**config.mk**
```make
export PLATFORM = sky130hd
export DESIGN_NAME = flash_command_sequencer
export DESIGN_NICKNAME = d
export VERILOG_FILES = /design/src/flash_seq_pkg.sv /design/src/flash_command_sequencer.sv /design/src/erase_engine.sv
export SDC_FILE = /design/constraint.sdc
export NUM_CORES = 1
export LEC_CHECK = 0
export ABC_AREA = 0
export BUFFER_PORTS_ARGS = -buffer_cell sky130_fd_sc_hd__buf_2
export CAP_MARGIN = 20
export CORE_MARGIN = 2
export CORE_UTILIZATION = 30
export DETAILED_ROUTE_END_ITERATION = 12
export HOLD_SLACK_MARGIN = 0.05
export PLACE_DENSITY = 0.45
export RECOVER_POWER = 25
export SKIP_LAST_GASP = 1
export SLEW_MARGIN = 5
export SYNTH_ARGS = -nofsm -noshare
export SYNTH_HDL_FRONTEND = slang
export SYNTH_SLANG_ARGS = --single-unit
```
**constraint.sdc**
```tcl
create_clock -name clock -period 4.4 [get_ports clock]
set_input_delay 0.66 -clock clock [delete_from_list [all_inputs] [get_ports clock]]
set_output_delay 0.66 -clock clock [all_outputs]
set_load 0.02 [all_outputs]
```
**src/flash_seq_pkg.sv**
```systemverilog
// Package for the flash command sequencer: register offsets, field positions,
// command codes, reset values and timing counts.
// Assumes a single 200 MHz clock domain and a plain strobe register port.
package flash_seq_pkg;

  // Register offsets on the plain register port.
  localparam logic [3:0] OFF_PARAM_INDEX  = 4'h0;
  localparam logic [3:0] OFF_PARAM_DATA   = 4'h1;
  localparam logic [3:0] OFF_STATUS       = 4'h2;
  localparam logic [3:0] OFF_SECURITY     = 4'h3;
  localparam logic [3:0] OFF_IRQ_STATUS   = 4'h4;
  localparam logic [3:0] OFF_IRQ_CLEAR    = 4'h5;
  localparam logic [3:0] OFF_IRQ_ENABLE   = 4'h6;
  localparam logic [3:0] OFF_MARGIN       = 4'h7;
  localparam logic [3:0] OFF_PROTECT      = 4'h8;
  localparam logic [3:0] OFF_MODE         = 4'h9;

  // Status register bit positions.
  localparam int STAT_COMPLETE_BIT  = 7;
  localparam int STAT_ACCESS_BIT    = 5;
  localparam int STAT_PROTECT_BIT   = 4;
  localparam int STAT_VERIFY_BIT    = 1;
  localparam int STAT_UNCORR_BIT    = 0;

  // Interrupt status bit positions.
  localparam int IRQ_DONE_BIT       = 0;
  localparam int IRQ_ERROR_BIT      = 1;

  // Command codes in the upper byte of parameter word 0.
  localparam logic [7:0] CMD_ERASE_BLOCK  = 8'h09;
  localparam logic [7:0] CMD_ERASE_SECTOR = 8'h0A;
  localparam logic [7:0] CMD_VERIFY_KEY   = 8'h0C;
  localparam logic [7:0] CMD_SET_MARGIN   = 8'h0D;

  // Last parameter index expected by each command.
  localparam logic [2:0] LAST_IDX_ERASE   = 3'h1;
  localparam logic [2:0] LAST_IDX_KEY     = 3'h4;
  localparam logic [2:0] LAST_IDX_MARGIN  = 3'h1;

  // Backdoor key enable value and stored key word base address.
  localparam logic [1:0]  KEY_ENABLED     = 2'h2;
  localparam logic [17:0] KEY_BASE_ADDR   = 18'h3FF00;

  // Reset values.
  localparam logic [7:0]  SECURITY_RESET  = 8'h00;
  localparam logic [3:0]  PROTECT_RESET   = 4'h0;

  // Number of valid blocks selected by address bits 17 to 16.
  localparam logic [1:0]  BLOCK_LIMIT     = 2'h2;

  // Erase time per block, in ns, and the derived count.
  localparam int ERASE_TIME_NS  = 1000;
  localparam int CLOCK_PERIOD_NS = 5;
  localparam int ERASE_CYCLES   = ERASE_TIME_NS / CLOCK_PERIOD_NS;

  // Sequencer states.
  typedef enum logic [2:0] {
    ST_IDLE   = 3'b000,
    ST_ERASE  = 3'b001,
    ST_VERIFY = 3'b010,
    ST_KEY    = 3'b011,
    ST_DONE   = 3'b100
  } seq_state_type;

  // Result flags of one command.
  typedef struct packed {
    logic accessError;
    logic protectError;
    logic verifyError;
    logic uncorrError;
  } err_flags_type;

endpackage : flash_seq_pkg

```
**src/flash_command_sequencer.sv**
```systemverilog
// Flash command sequencer: parameter words, launch, checks, status flags.
// Assumes software waits for the complete flag before touching parameters.
`timescale 1ns/1ps
`default_nettype none
module flash_command_sequencer #(
  parameter int ERASE_COUNT = flash_seq_pkg::ERASE_CYCLES
) (
  input  wire logic        clock,
  input  wire logic        resetn,
  input  wire logic [3:0]  regAddr,
  input  wire logic [15:0] regWdata,
  input  wire logic        regWrite,
  input  wire logic        regRead,
  output logic      [15:0] regRdata,
  input  wire logic [63:0] storedKey,
  input  wire logic        verifyFail,
  input  wire logic        verifyUncorr,
  output logic      [1:0]  marginSel,
  output logic      [3:0]  marginLevel,
  output logic             secured,
  output logic             irq
);

  typedef flash_seq_pkg::seq_state_type st_type;

  st_type        state_r, state_nxt;
  logic [2:0]    index_r, index_nxt;
  logic [15:0]   param_r [0:4];
  logic [15:0]   param_nxt [0:4];
  logic          complete_r, complete_nxt;
  flash_seq_pkg::err_flags_type err_r, err_nxt;
  logic [7:0]    security_r, security_nxt;
  logic          keyLock_r, keyLock_nxt;
  logic          unsecured_r, unsecured_nxt;
  logic [3:0]    protect_r, protect_nxt;
  logic          modeOk_r, modeOk_nxt;
  logic [1:0]    irqStat_r, irqStat_nxt;
  logic [1:0]    irqEn_r, irqEn_nxt;
  logic [1:0]    mSel_r, mSel_nxt;
  logic [3:0]    mLvl_r, mLvl_nxt;
  logic [15:0]   rdata_r, rdata_nxt;
  logic          engStart, engBusy, engDone;
  logic          launch;
  logic [7:0]    cmd;
  logic [1:0]    blk;
  logic [17:0]   addr;

  assign cmd  = param_r[0][15:8];
  assign blk  = param_r[0][1:0];
  assign addr = {blk, param_r[1]};
  // Launch is a write of one to the complete bit while idle.
  assign launch = regWrite && (regAddr == flash_seq_pkg::OFF_STATUS) &&
                  regWdata[flash_seq_pkg::STAT_COMPLETE_BIT] && complete_r;

  erase_engine #(
    .CYCLES (ERASE_COUNT)
  ) u_erase (
    .clock  (clock),
    .resetn (resetn),
    .start  (engStart),
    .busy   (engBusy),
    .done   (engDone)
  );

  // Sequencer and register next-state logic; an error never starts the
  // array, which keeps a bad command from erasing anything.
  always_comb
  begin
    state_nxt    = state_r;
    index_nxt    = index_r;
    param_nxt    = param_r;
    complete_nxt = complete_r;
    err_nxt      = err_r;
    security_nxt = security_r;
    keyLock_nxt  = keyLock_r;
    unsecured_nxt = unsecured_r;
    protect_nxt  = protect_r;
    modeOk_nxt   = modeOk_r;
    irqStat_nxt  = irqStat_r;
    irqEn_nxt    = irqEn_r;
    mSel_nxt     = mSel_r;
    mLvl_nxt     = mLvl_r;
    engStart     = 1'b0;
    if (regWrite && complete_r)
    begin
      if (regAddr == flash_seq_pkg::OFF_PARAM_INDEX)
        index_nxt = regWdata[2:0];
      else if (regAddr == flash_seq_pkg::OFF_PARAM_DATA && index_r < 3'h5)
        param_nxt[index_r] = regWdata;
      else if (regAddr == flash_seq_pkg::OFF_SECURITY)
        security_nxt = regWdata[7:0];
      else if (regAddr == flash_seq_pkg::OFF_PROTECT)
        protect_nxt = regWdata[3:0];
      else if (regAddr == flash_seq_pkg::OFF_MODE)
        modeOk_nxt = regWdata[0];
    end
    if (regWrite && regAddr == flash_seq_pkg::OFF_IRQ_ENABLE)
      irqEn_nxt = regWdata[1:0];
    if (regWrite && regAddr == flash_seq_pkg::OFF_IRQ_CLEAR)
      irqStat_nxt = irqStat_r & ~regWdata[1:0];
    case (state_r)
      flash_seq_pkg::ST_IDLE:
      begin
        if (launch)
        begin
          complete_nxt = 1'b0;
          err_nxt = '0;
          if (cmd == flash_seq_pkg::CMD_ERASE_BLOCK ||
              cmd == flash_seq_pkg::CMD_ERASE_SECTOR)
          begin
            if (index_r != flash_seq_pkg::LAST_IDX_ERASE || !modeOk_r ||
                blk >= flash_seq_pkg::BLOCK_LIMIT)
              err_nxt.accessError = 1'b1;
            else if ((blk == 2'h0 && addr[2:0] != 3'h0) ||
                     (blk != 2'h0 && addr[0]))
              err_nxt.accessError = 1'b1;
            else if (protect_r[blk])
              err_nxt.protectError = 1'b1;
            if (err_nxt == '0)
            begin
              engStart  = 1'b1;
              state_nxt = flash_seq_pkg::ST_ERASE;
            end
            else
              state_nxt = flash_seq_pkg::ST_DONE;
          end
          else if (cmd == flash_seq_pkg::CMD_VERIFY_KEY)
          begin
            if (index_r != flash_seq_pkg::LAST_IDX_KEY || keyLock_r ||
                security_r[7:6] != flash_seq_pkg::KEY_ENABLED)
            begin
              err_nxt.accessError = 1'b1;
              state_nxt = flash_seq_pkg::ST_DONE;
            end
            else
              state_nxt = flash_seq_pkg::ST_KEY;
          end
          else if (cmd == flash_seq_pkg::CMD_SET_MARGIN &&
                   index_r == flash_seq_pkg::LAST_IDX_MARGIN)
          begin
            mSel_nxt  = blk;
            mLvl_nxt  = param_r[1][3:0];
            state_nxt = flash_seq_pkg::ST_DONE;
          end
          else
          begin
            err_nxt.accessError = 1'b1;
            state_nxt = flash_seq_pkg::ST_DONE;
          end
        end
      end
      flash_seq_pkg::ST_ERASE:
        if (engDone)
          state_nxt = flash_seq_pkg::ST_VERIFY;
      flash_seq_pkg::ST_VERIFY:
      begin
        err_nxt.verifyError = verifyFail;
        err_nxt.uncorrError = verifyUncorr;
        state_nxt = flash_seq_pkg::ST_DONE;
      end
      flash_seq_pkg::ST_KEY:
      begin
        // Key 0 is the word stored at the base address, in the top lane.
        if ({param_r[1], param_r[2], param_r[3], param_r[4]} == storedKey)
          unsecured_nxt = 1'b1;
        else
        begin
          keyLock_nxt = 1'b1;
          err_nxt.accessError = 1'b1;
        end
        state_nxt = flash_seq_pkg::ST_DONE;
      end
      flash_seq_pkg::ST_DONE:
      begin
        complete_nxt = 1'b1;
        irqStat_nxt[flash_seq_pkg::IRQ_DONE_BIT] = 1'b1;
        if (err_r != '0)
          irqStat_nxt[flash_seq_pkg::IRQ_ERROR_BIT] = 1'b1;
        state_nxt = flash_seq_pkg::ST_IDLE;
      end
      default:
        state_nxt = flash_seq_pkg::ST_IDLE;
    endcase
  end

  // Read data multiplexer; unmapped offsets read zero.
  always_comb
  begin
    rdata_nxt = 16'h0000;
    if (regRead)
    begin
      if (regAddr == flash_seq_pkg::OFF_PARAM_INDEX)
        rdata_nxt = {13'h0000, index_r};
      else if (regAddr == flash_seq_pkg::OFF_PARAM_DATA && index_r < 3'h5)
        rdata_nxt = param_r[index_r];
      else if (regAddr == flash_seq_pkg::OFF_STATUS)
        rdata_nxt = {8'h00, complete_r, 1'b0, err_r.accessError,
                     err_r.protectError, 2'h0, err_r.verifyError,
                     err_r.uncorrError};
      else if (regAddr == flash_seq_pkg::OFF_SECURITY)
        rdata_nxt = {8'h00, security_r};
      else if (regAddr == flash_seq_pkg::OFF_IRQ_STATUS)
        rdata_nxt = {14'h0000, irqStat_r};
      else if (regAddr == flash_seq_pkg::OFF_IRQ_ENABLE)
        rdata_nxt = {14'h0000, irqEn_r};
      else if (regAddr == flash_seq_pkg::OFF_MARGIN)
        rdata_nxt = {10'h000, mSel_r, mLvl_r};
      else if (regAddr == flash_seq_pkg::OFF_PROTECT)
        rdata_nxt = {12'h000, protect_r};
      else if (regAddr == flash_seq_pkg::OFF_MODE)
        rdata_nxt = {15'h0000, modeOk_r};
    end
  end

  // Registers only; the key lock survives everything but reset.
  always_ff @(posedge clock or negedge resetn)
  begin
    if (!resetn)
    begin
      state_r     <= flash_seq_pkg::ST_IDLE;
      index_r     <= 3'h0;
      param_r     <= '{default: 16'h0000};
      complete_r  <= 1'b1;
      err_r       <= '0;
      security_r  <= flash_seq_pkg::SECURITY_RESET;
      keyLock_r   <= 1'b0;
      unsecured_r <= 1'b0;
      protect_r   <= flash_seq_pkg::PROTECT_RESET;
      modeOk_r    <= 1'b1;
      irqStat_r   <= 2'h0;
      irqEn_r     <= 2'h0;
      mSel_r      <= 2'h0;
      mLvl_r      <= 4'h0;
      rdata_r     <= 16'h0000;
    end
    else
    begin
      state_r     <= state_nxt;
      index_r     <= index_nxt;
      param_r     <= param_nxt;
      complete_r  <= complete_nxt;
      err_r       <= err_nxt;
      security_r  <= security_nxt;
      keyLock_r   <= keyLock_nxt;
      unsecured_r <= unsecured_nxt;
      protect_r   <= protect_nxt;
      modeOk_r    <= modeOk_nxt;
      irqStat_r   <= irqStat_nxt;
      irqEn_r     <= irqEn_nxt;
      mSel_r      <= mSel_nxt;
      mLvl_r      <= mLvl_nxt;
      rdata_r     <= rdata_nxt;
    end
  end

  assign regRdata    = rdata_r;
  assign marginSel   = mSel_r;
  assign marginLevel = mLvl_r;
  assign secured     = !unsecured_r;
  assign irq         = |(irqStat_r & irqEn_r);
endmodule : flash_command_sequencer
`default_nettype wire

```
**src/erase_engine.sv**
```systemverilog
// Erase timing engine for the flash command sequencer.
// Assumes a start pulse from the sequencer; the array's erase-verify result goes to the sequencer.
`timescale 1ns/1ps
`default_nettype none
module erase_engine #(
  parameter int CYCLES = flash_seq_pkg::ERASE_CYCLES
) (
  input  wire logic clock,
  input  wire logic resetn,
  input  wire logic start,
  output logic      busy,
  output logic      done
);

  logic [15:0] count_r;
  logic [15:0] count_nxt;
  logic        busy_r;
  logic        busy_nxt;

  // Counts down the erase time; done is one cycle at the end.
  always_comb
  begin
    count_nxt = count_r;
    busy_nxt  = busy_r;
    if (start)
    begin
      count_nxt = 16'(CYCLES - 1);
      busy_nxt  = 1'b1;
    end
    else if (busy_r)
    begin
      if (count_r == 16'h0000)
        busy_nxt = 1'b0;
      else
        count_nxt = count_r - 16'h0001;
    end
  end

  always_ff @(posedge clock or negedge resetn)
  begin
    if (!resetn)
    begin
      count_r <= 16'h0000;
      busy_r  <= 1'b0;
    end
    else
    begin
      count_r <= count_nxt;
      busy_r  <= busy_nxt;
    end
  end

  assign busy = busy_r;
  assign done = busy_r && (count_r == 16'h0000);

endmodule : erase_engine
`default_nettype wire

```
Yosys cells after proc, flatten, opt, wreduce, memory -nomap -nowiden --
Index checks and enable logic that the tools add are counted.
Cells by class: $mul 0, equality and inequality tests 26, $lt $le $gt $ge 5, muxes and demuxes 60, bitwise gates (word level) 11, shift operators 0, add/sub/neg operators 1, reduce and logical (&&, ||, !) cells 49, div/mod/pow operators 0
Operators by type and width (number):
- 2-to-1 mux 16 bit | 9
- bitwise mux 80 bit | 1
- equality test 64 bit | 1
- binary-select mux 16 bit (select 3 bit) | 1
- demux 16 bit (select 3 bit) | 1
- equality test 8 x 4 -> 1 bit (second input constant) | 4
- 2-to-1 mux 1 bit | 28
- 2-to-1 mux 3 bit | 6
- 2-to-1 mux 6 bit | 3
- equality test 4 x 3 -> 1 bit (second input constant) | 4
- logical NOT 16 bit | 1
- 2-to-1 mux 8 bit | 2
- AND reduction 2 bit | 8
- subtractor 16 x 1 -> 16 bit (second input constant) | 1
- logical AND 1 bit | 12
- nonzero test 2 bit | 6
- inequality test 2 bit (second input constant) | 5
- AND reduction 5 bit | 2
- case mux 3 bit (3 select lines) | 1
- equality test 4 x 2 -> 1 bit (second input constant) | 2
- equality test 4 bit (second input constant) | 2
- 2-to-1 mux 4 bit | 2
- NOT 1 bit | 7
- equality test 3 x 1 -> 1 bit (second input constant) | 2
- other kinds (28) | 41
Storage, ports and cells: word-level logic and storage cells 177, bits of input ports 90, output and inout port bits 24, latch bits 0, bits in registers 149, ROM bits 0, memory bits (writable) 0, memories kept 0

Depth between registers and ports, before layout --
depth in word-level cells 15, gate-level depth with buffers 9, depth with buffers taken out 7

Hierarchy --
Synthesis repeated with hierarchy kept, for this count alone.
Unflattened totals: cell total of the unflattened synthesis 624, area, all modules 7881.3 sq um
By module, submodules not included:
- flash_command_sequencer | sequential area each 3305.7 sq um, cells an instance 525, times used 1, area an instance 6855.3 sq um
- erase_engine | sequential area each 425.4 sq um, cells an instance 99, times used 1, area an instance 1026.0 sq um

Worst setup path after synthesis --
Ideal clock, no wire load.
path kind in2reg, from input port regAddr[3], to register mLvl_r[0], in the netlist marginLevel[0], data required time 4.275 ns, path slack 1.856 ns, setup time 0.125 ns, data arrival time 2.419 ns, path buffers 2, stages on the path 7, cell sequence buf_2 nor4b_2 nand4_1 or4_1 buf_2 nor3_4 mux2_2
Between the ends: longest elaborated chain between the ends 5
Ends and longest elaborated chain:
- from (decl) | RTL line flash_command_sequencer.sv:10 | input wire logic [3:0] regAddr,
- equality test 4 x 2 -> 1 bit | RTL line flash_command_sequencer.sv:52 | assign launch = regWrite && (regAddr == flash_seq_pkg::OFF_STATUS) &&
- logical AND 1 bit (2 in a row) | RTL line flash_command_sequencer.sv:52
- logical AND 1 bit | RTL line flash_command_sequencer.sv:53 | regWdata[flash_seq_pkg::STAT_COMPLETE_BIT] && complete_r;
- AND reduction 5 bit (no line)
- to (signal assigned) | RTL line flash_command_sequencer.sv:251 | mLvl_r <= mLvl_nxt;
- to (decl) | RTL line flash_command_sequencer.sv:40 | logic [3:0] mLvl_r, mLvl_nxt;
No other way between the ends. A chain may end at the register's enable or synchronous reset.

Worst setup path in the final report --
from register index_r[1], to register param_r (netlist bit addr[1])
Between the ends: longest elaborated chain between the ends 6, elaborated cells between the ends (all ways) 10, classes of those cells order compare: 3; mux: 3; bitwise: 1; reduce/logical: 3
Ends and longest elaborated chain:
- from (decl) | RTL line flash_command_sequencer.sv:27 | logic [2:0] index_r, index_nxt;
- from (signal assigned) | RTL line flash_command_sequencer.sv:239 | index_r <= index_nxt;
- NOT 3 -> 4 bit (implied by the code) | RTL line flash_command_sequencer.sv:89 | param_nxt[index_r] = regWdata;
- greater-or-equal comparator 4 bit (implied by the code) or less-than comparator 4 x 1 -> 1 bit (tied branches) | RTL line flash_command_sequencer.sv:89
- logical AND 1 bit (implied by the code) | RTL line flash_command_sequencer.sv:89
- 2-to-1 mux 16 bit (implied by the code) | RTL line flash_command_sequencer.sv:89
- demux 16 bit (select 3 bit) | RTL line flash_command_sequencer.sv:89
- bitwise mux 80 bit | RTL line flash_command_sequencer.sv:89
- to (signal assigned) | RTL line flash_command_sequencer.sv:240 | param_r <= param_nxt;
- to (decl) | RTL line flash_command_sequencer.sv:28 | logic [15:0] param_r [0:4];
Several ways; a longest one is shown, not always the timed one.

==> key figures <==
Power and ir drop
  – Max VDD drop: roughly 0.00023 V
  – Clock power share: 0.501
  – Sequential fraction of design power: 0.445
  – Pwr dens: roughly 340 nW/um2
  – Sw frac: 0.232
  – Comb power frac: 0.054
  – Int Pwr: 0.00238 W
  – Psw: 0.000721 W
  – Total power: 0.00310 W
  – Static leakage: 4.32 nW

Logic synthesis
  – Syn avg cell area: about 12 um2
  – Sequential area share after synthesis: 0.487
  – Ys flop type: dfrtp_1
  – Synth area leader: dfrtp_1
  – Post-Synthesis Cells: roughly 640
  – Largest family of logic cells by synthesized area: multiplexers
  – YS warnings: 0
  – Simple-gate share of the synthesized area: 0.128
  – Compound-Gate Fraction of Synth Area: 0.0644
  – Top-area cell type share of the netlist area: 0.480
  – Seq cells post-synth: 149
  – Post-synth EDFFs: 0
  – Synth Area in Adders: 0.00327
  – Mapped cell area: 7660 um2
  – Area contributors post-synth: dfrtp_1 48%, mux2_2 15%, xor2_1 7.7%
  – Xor/xnor share of the synthesized area: 0.0881
  – Asr flop ratio synth: 1.00
  – Post-Syn Nets: 727
  – Yosys cell types: 69
  – Proportion of synthesized area in mux cells: 0.207

Timing
  – Post-layout minimum cycle time: 3.15 ns
  – TNS Setup: 0 ns
  – Endpoints failing setup: 0
  – RSZ-0062 raised after global routing: false
  – Final Hold Vio Count: 0
  – Pins Over Slew Limit: 78
  – Slew margin rel.: -0.391
  – Peak Freq: between 0.3 and 0.4 GHz
  – Final Cycle Share: 0.717
  – Least-Margin Pin Slew: 2.09 ns
  – Final Hold Slack: 0.490 ns
  – Clock Skew: 0.0111 ns

Global routing
  – GRT Residual Overflow: 0
  – Vias in the first global route: roughly 6000
  – Global-route wire length before repair: around 37000 um
  – Gr usage total: 0.187
  – Initial antenna violation count: 0
  – Largest net degree at the start of global routing: 78

Die
  – Die Ht: roughly 160 um
  – Core Rows: 58
  – # IOs: between 100 and 150
  – Die Width: between 150 and 200 um
  – Total die area: approximately 27000 um2
  – Initial Utilization: 0.305
  – Core area: between 20000 and 30000 um2

Cells and area
  – Layout cells sized above 1: 0.373
  – Fin util: 0.365
  – Final Net Count: ~840
  – # diodes: 0
  – P&R area growth vs syn: 19.8%
  – Non-Filler Instances: between 1000 and 1500

Placement
  – GP Congestion: around 0.84
  – Post-DP HPWL: approximately 17000 um
  – IO Port Bufs: ~110
  – Placed Cells: roughly 1100

Critical path
  – Crit-path cells: o21ai_0, nand3_2, nor2_2, nand2_1, mux2_2
  – Crit path largest cell delay: slightly below 0.7 ns
  – Slowest CP cell: dfrtp_1
  – R2R Setup Slk: between 1 and 1.5 ns
  – CP endpoint kind: flip-flop
  – Register-to-Register Path Depth: 5
  – CP arrival: 3.46 ns
  – Kind of critical path: reg -> reg
  – Worst-path maximum fanout: 16
  – CP Launch Type: flip-flop
  – FF-to-FF End: addr[1]$_DFFE_PN0P_
  – CP Buf/Inv Count: 0
  – CP delay by family, top: simple AND/OR/NAND/NOR gates
  – Req. time, crit path: approximately 4.7 ns
  – Critical R2R Launch: index_r[1]$_DFFE_PN0P_
  – CP Depth: 5

Clocking
  – Num CTS Buffers: 17
  – H-tree depth: 4
  – Clock latency at the later pin of the worst-skew pair: approximately 0.43 ns
  – CTS tree: built
  – Hold Buf Count CTS: 0
  – CTS Sinks: 149
  – Clock Tree Buf Depth: 2
  – Root Buffer Master: clkbuf_16
  – Post-CTS Setup Bufs: 0
  – Clock Pin Slew Worst Setup and Hold Paths: 0.06 ns
  – Post-CTS sizing: 0

Hold path
  – Worst hold stages: 2
  – HP Start: verifyFail
  – Worst hold endpoint: err_r[1]$_DFFE_PN0P_
  – Tightest Hold Check Type: in -> reg

Flow run
  – Max-cap violation count: 1

Route
  – Wire length on met3: 1140 um
  – Final ANT Viol Nets: 0
  – Residual DRC count: 0
  – DRT Pass-1 Iters: 5
  – DRT iter0 DRCs: 262
  – Routed len/inst: 22.1 um
  – Vias: ~5700
  – DR WL met2: 11100 um
  – Met1 WL: 11200 um
  – Vias per cell: between 5 and 6
  – WL final: 24100 um
  – Top Metal Used: met4

Status
  – Status: finished, violations left
  – Failing checks: capacitance limit, slew limit
## power groups by stage
stage,combinational (W),sequential (W),clock [W]
floorplan,0.0000530,0.00141,0
global placement,0.000168,0.00140,0
detailed placement,0.000170,0.00140,0
CTS,0.000170,0.00138,0.00158
global route,0.000183,0.00138,0.00165
finish,0.000167,0.00138,0.00155
## stage by stage
stage	worst slack (ns)	instance area, um2
2_1_floorplan	1.86	7660
3_3_place_gp	1.41	8560
3_5_place_dp	1.30	8560
4_1_cts	1.27	9170
5_1_grt	1.11	9170
6_report	1.25	9170
## sequential cells by signal, summed over array words and instances, names as in the netlist
register / cells
irqEn_r: 2
err_r: 4
security_r: 8
u_erase.busy: 1
addr: 18
param_r: 54
index_r: 3
marginLevel: 4
unsecured_r: 1
modeOk_r: 1
regRdata: 16
marginSel: 2
u_erase.count_r: 16
protect_r: 4
state_r: 3
complete_r: 1
keyLock_r: 1
irqStat_r: 2
cmd: 8
## how the worst max path moves through the flow
stage,start,end,slack [ns]
2_1_floorplan,regAddr[3],marginLevel[0]$_DFFE_PN0P_,1.86
3_3_place_gp,index_r[1]$_DFFE_PN0P_,param_r[45]$_DFFE_PN0P_,1.41
3_5_place_dp,regAddr[0],u_erase.count_r[3]$_DFFE_PN0P_,1.30
4_1_cts,index_r[1]$_DFFE_PN0P_,param_r[36]$_DFFE_PN0P_,1.27
5_1_grt,index_r[1]$_DFFE_PN0P_,addr[1]$_DFFE_PN0P_,1.11
6_report,index_r[1]$_DFFE_PN0P_,addr[1]$_DFFE_PN0P_,1.25
## cell usage in the layout (no fill, tap or decap), types with 10 or more instances in the layout
cell / n
clkbuf_16: 17
xnor2_1: 10
a21oi_1: 12
nor4_1: 20
nor2_1: 41
a22oi_1: 10
nand3_1: 16
mux4_2: 17
nand4_1: 12
mux2_2: 101
nand2_1: 38
dfrtp_1: 147
buf_2: 111
xor2_1: 67
## cells by family after synthesis
group,count (synthesis)
xor+xnor,77
compound gates,69
mux,124
buf+inv,38
flops,149
fa+ha+maj,2
simple gates,176
## final cells by class
class	instances	area, um2
clock buffer	19	433
sequential	149	3730
clock inverter	12	179
inverter	10	37.5
fill	2559	15900
tap	330	413
multi-input combinational	448	3760
timing repair buffer	121	622
## routing by layer
| metal | track usage | up-vias |
|---|---|---|
| met5 | 0 | - |
| met4 | 0.0674 | 0 |
| met3 | 0.0341 | 27 |
| met2 | 0.293 | 200 |
| met1 | 0.259 | 2913 |
| li1 | - | 2576 |
## cells in the mapped netlist, types with 3 or more instances
library cell / count
dfrtp_1: 147
mux2_2: 101
xor2_1: 67
nor2_1: 41
nand2_1: 38
nor4_1: 20
mux4_2: 17
nand3_1: 16
a21oi_1: 12
clkbuf_1: 12
nand4_1: 12
a22oi_1: 10
buf_2: 10
xnor2_1: 10
inv_1: 9
nor3_1: 9
o21ai_0: 8
mux2_1: 5
nor2b_1: 5
or4_1: 5
a221oi_1: 4
a31oi_1: 4
o211ai_1: 4
or3_1: 4
a211oi_1: 3
a32oi_1: 3
buf_1: 3
Power figures use the tool's default switching activity.
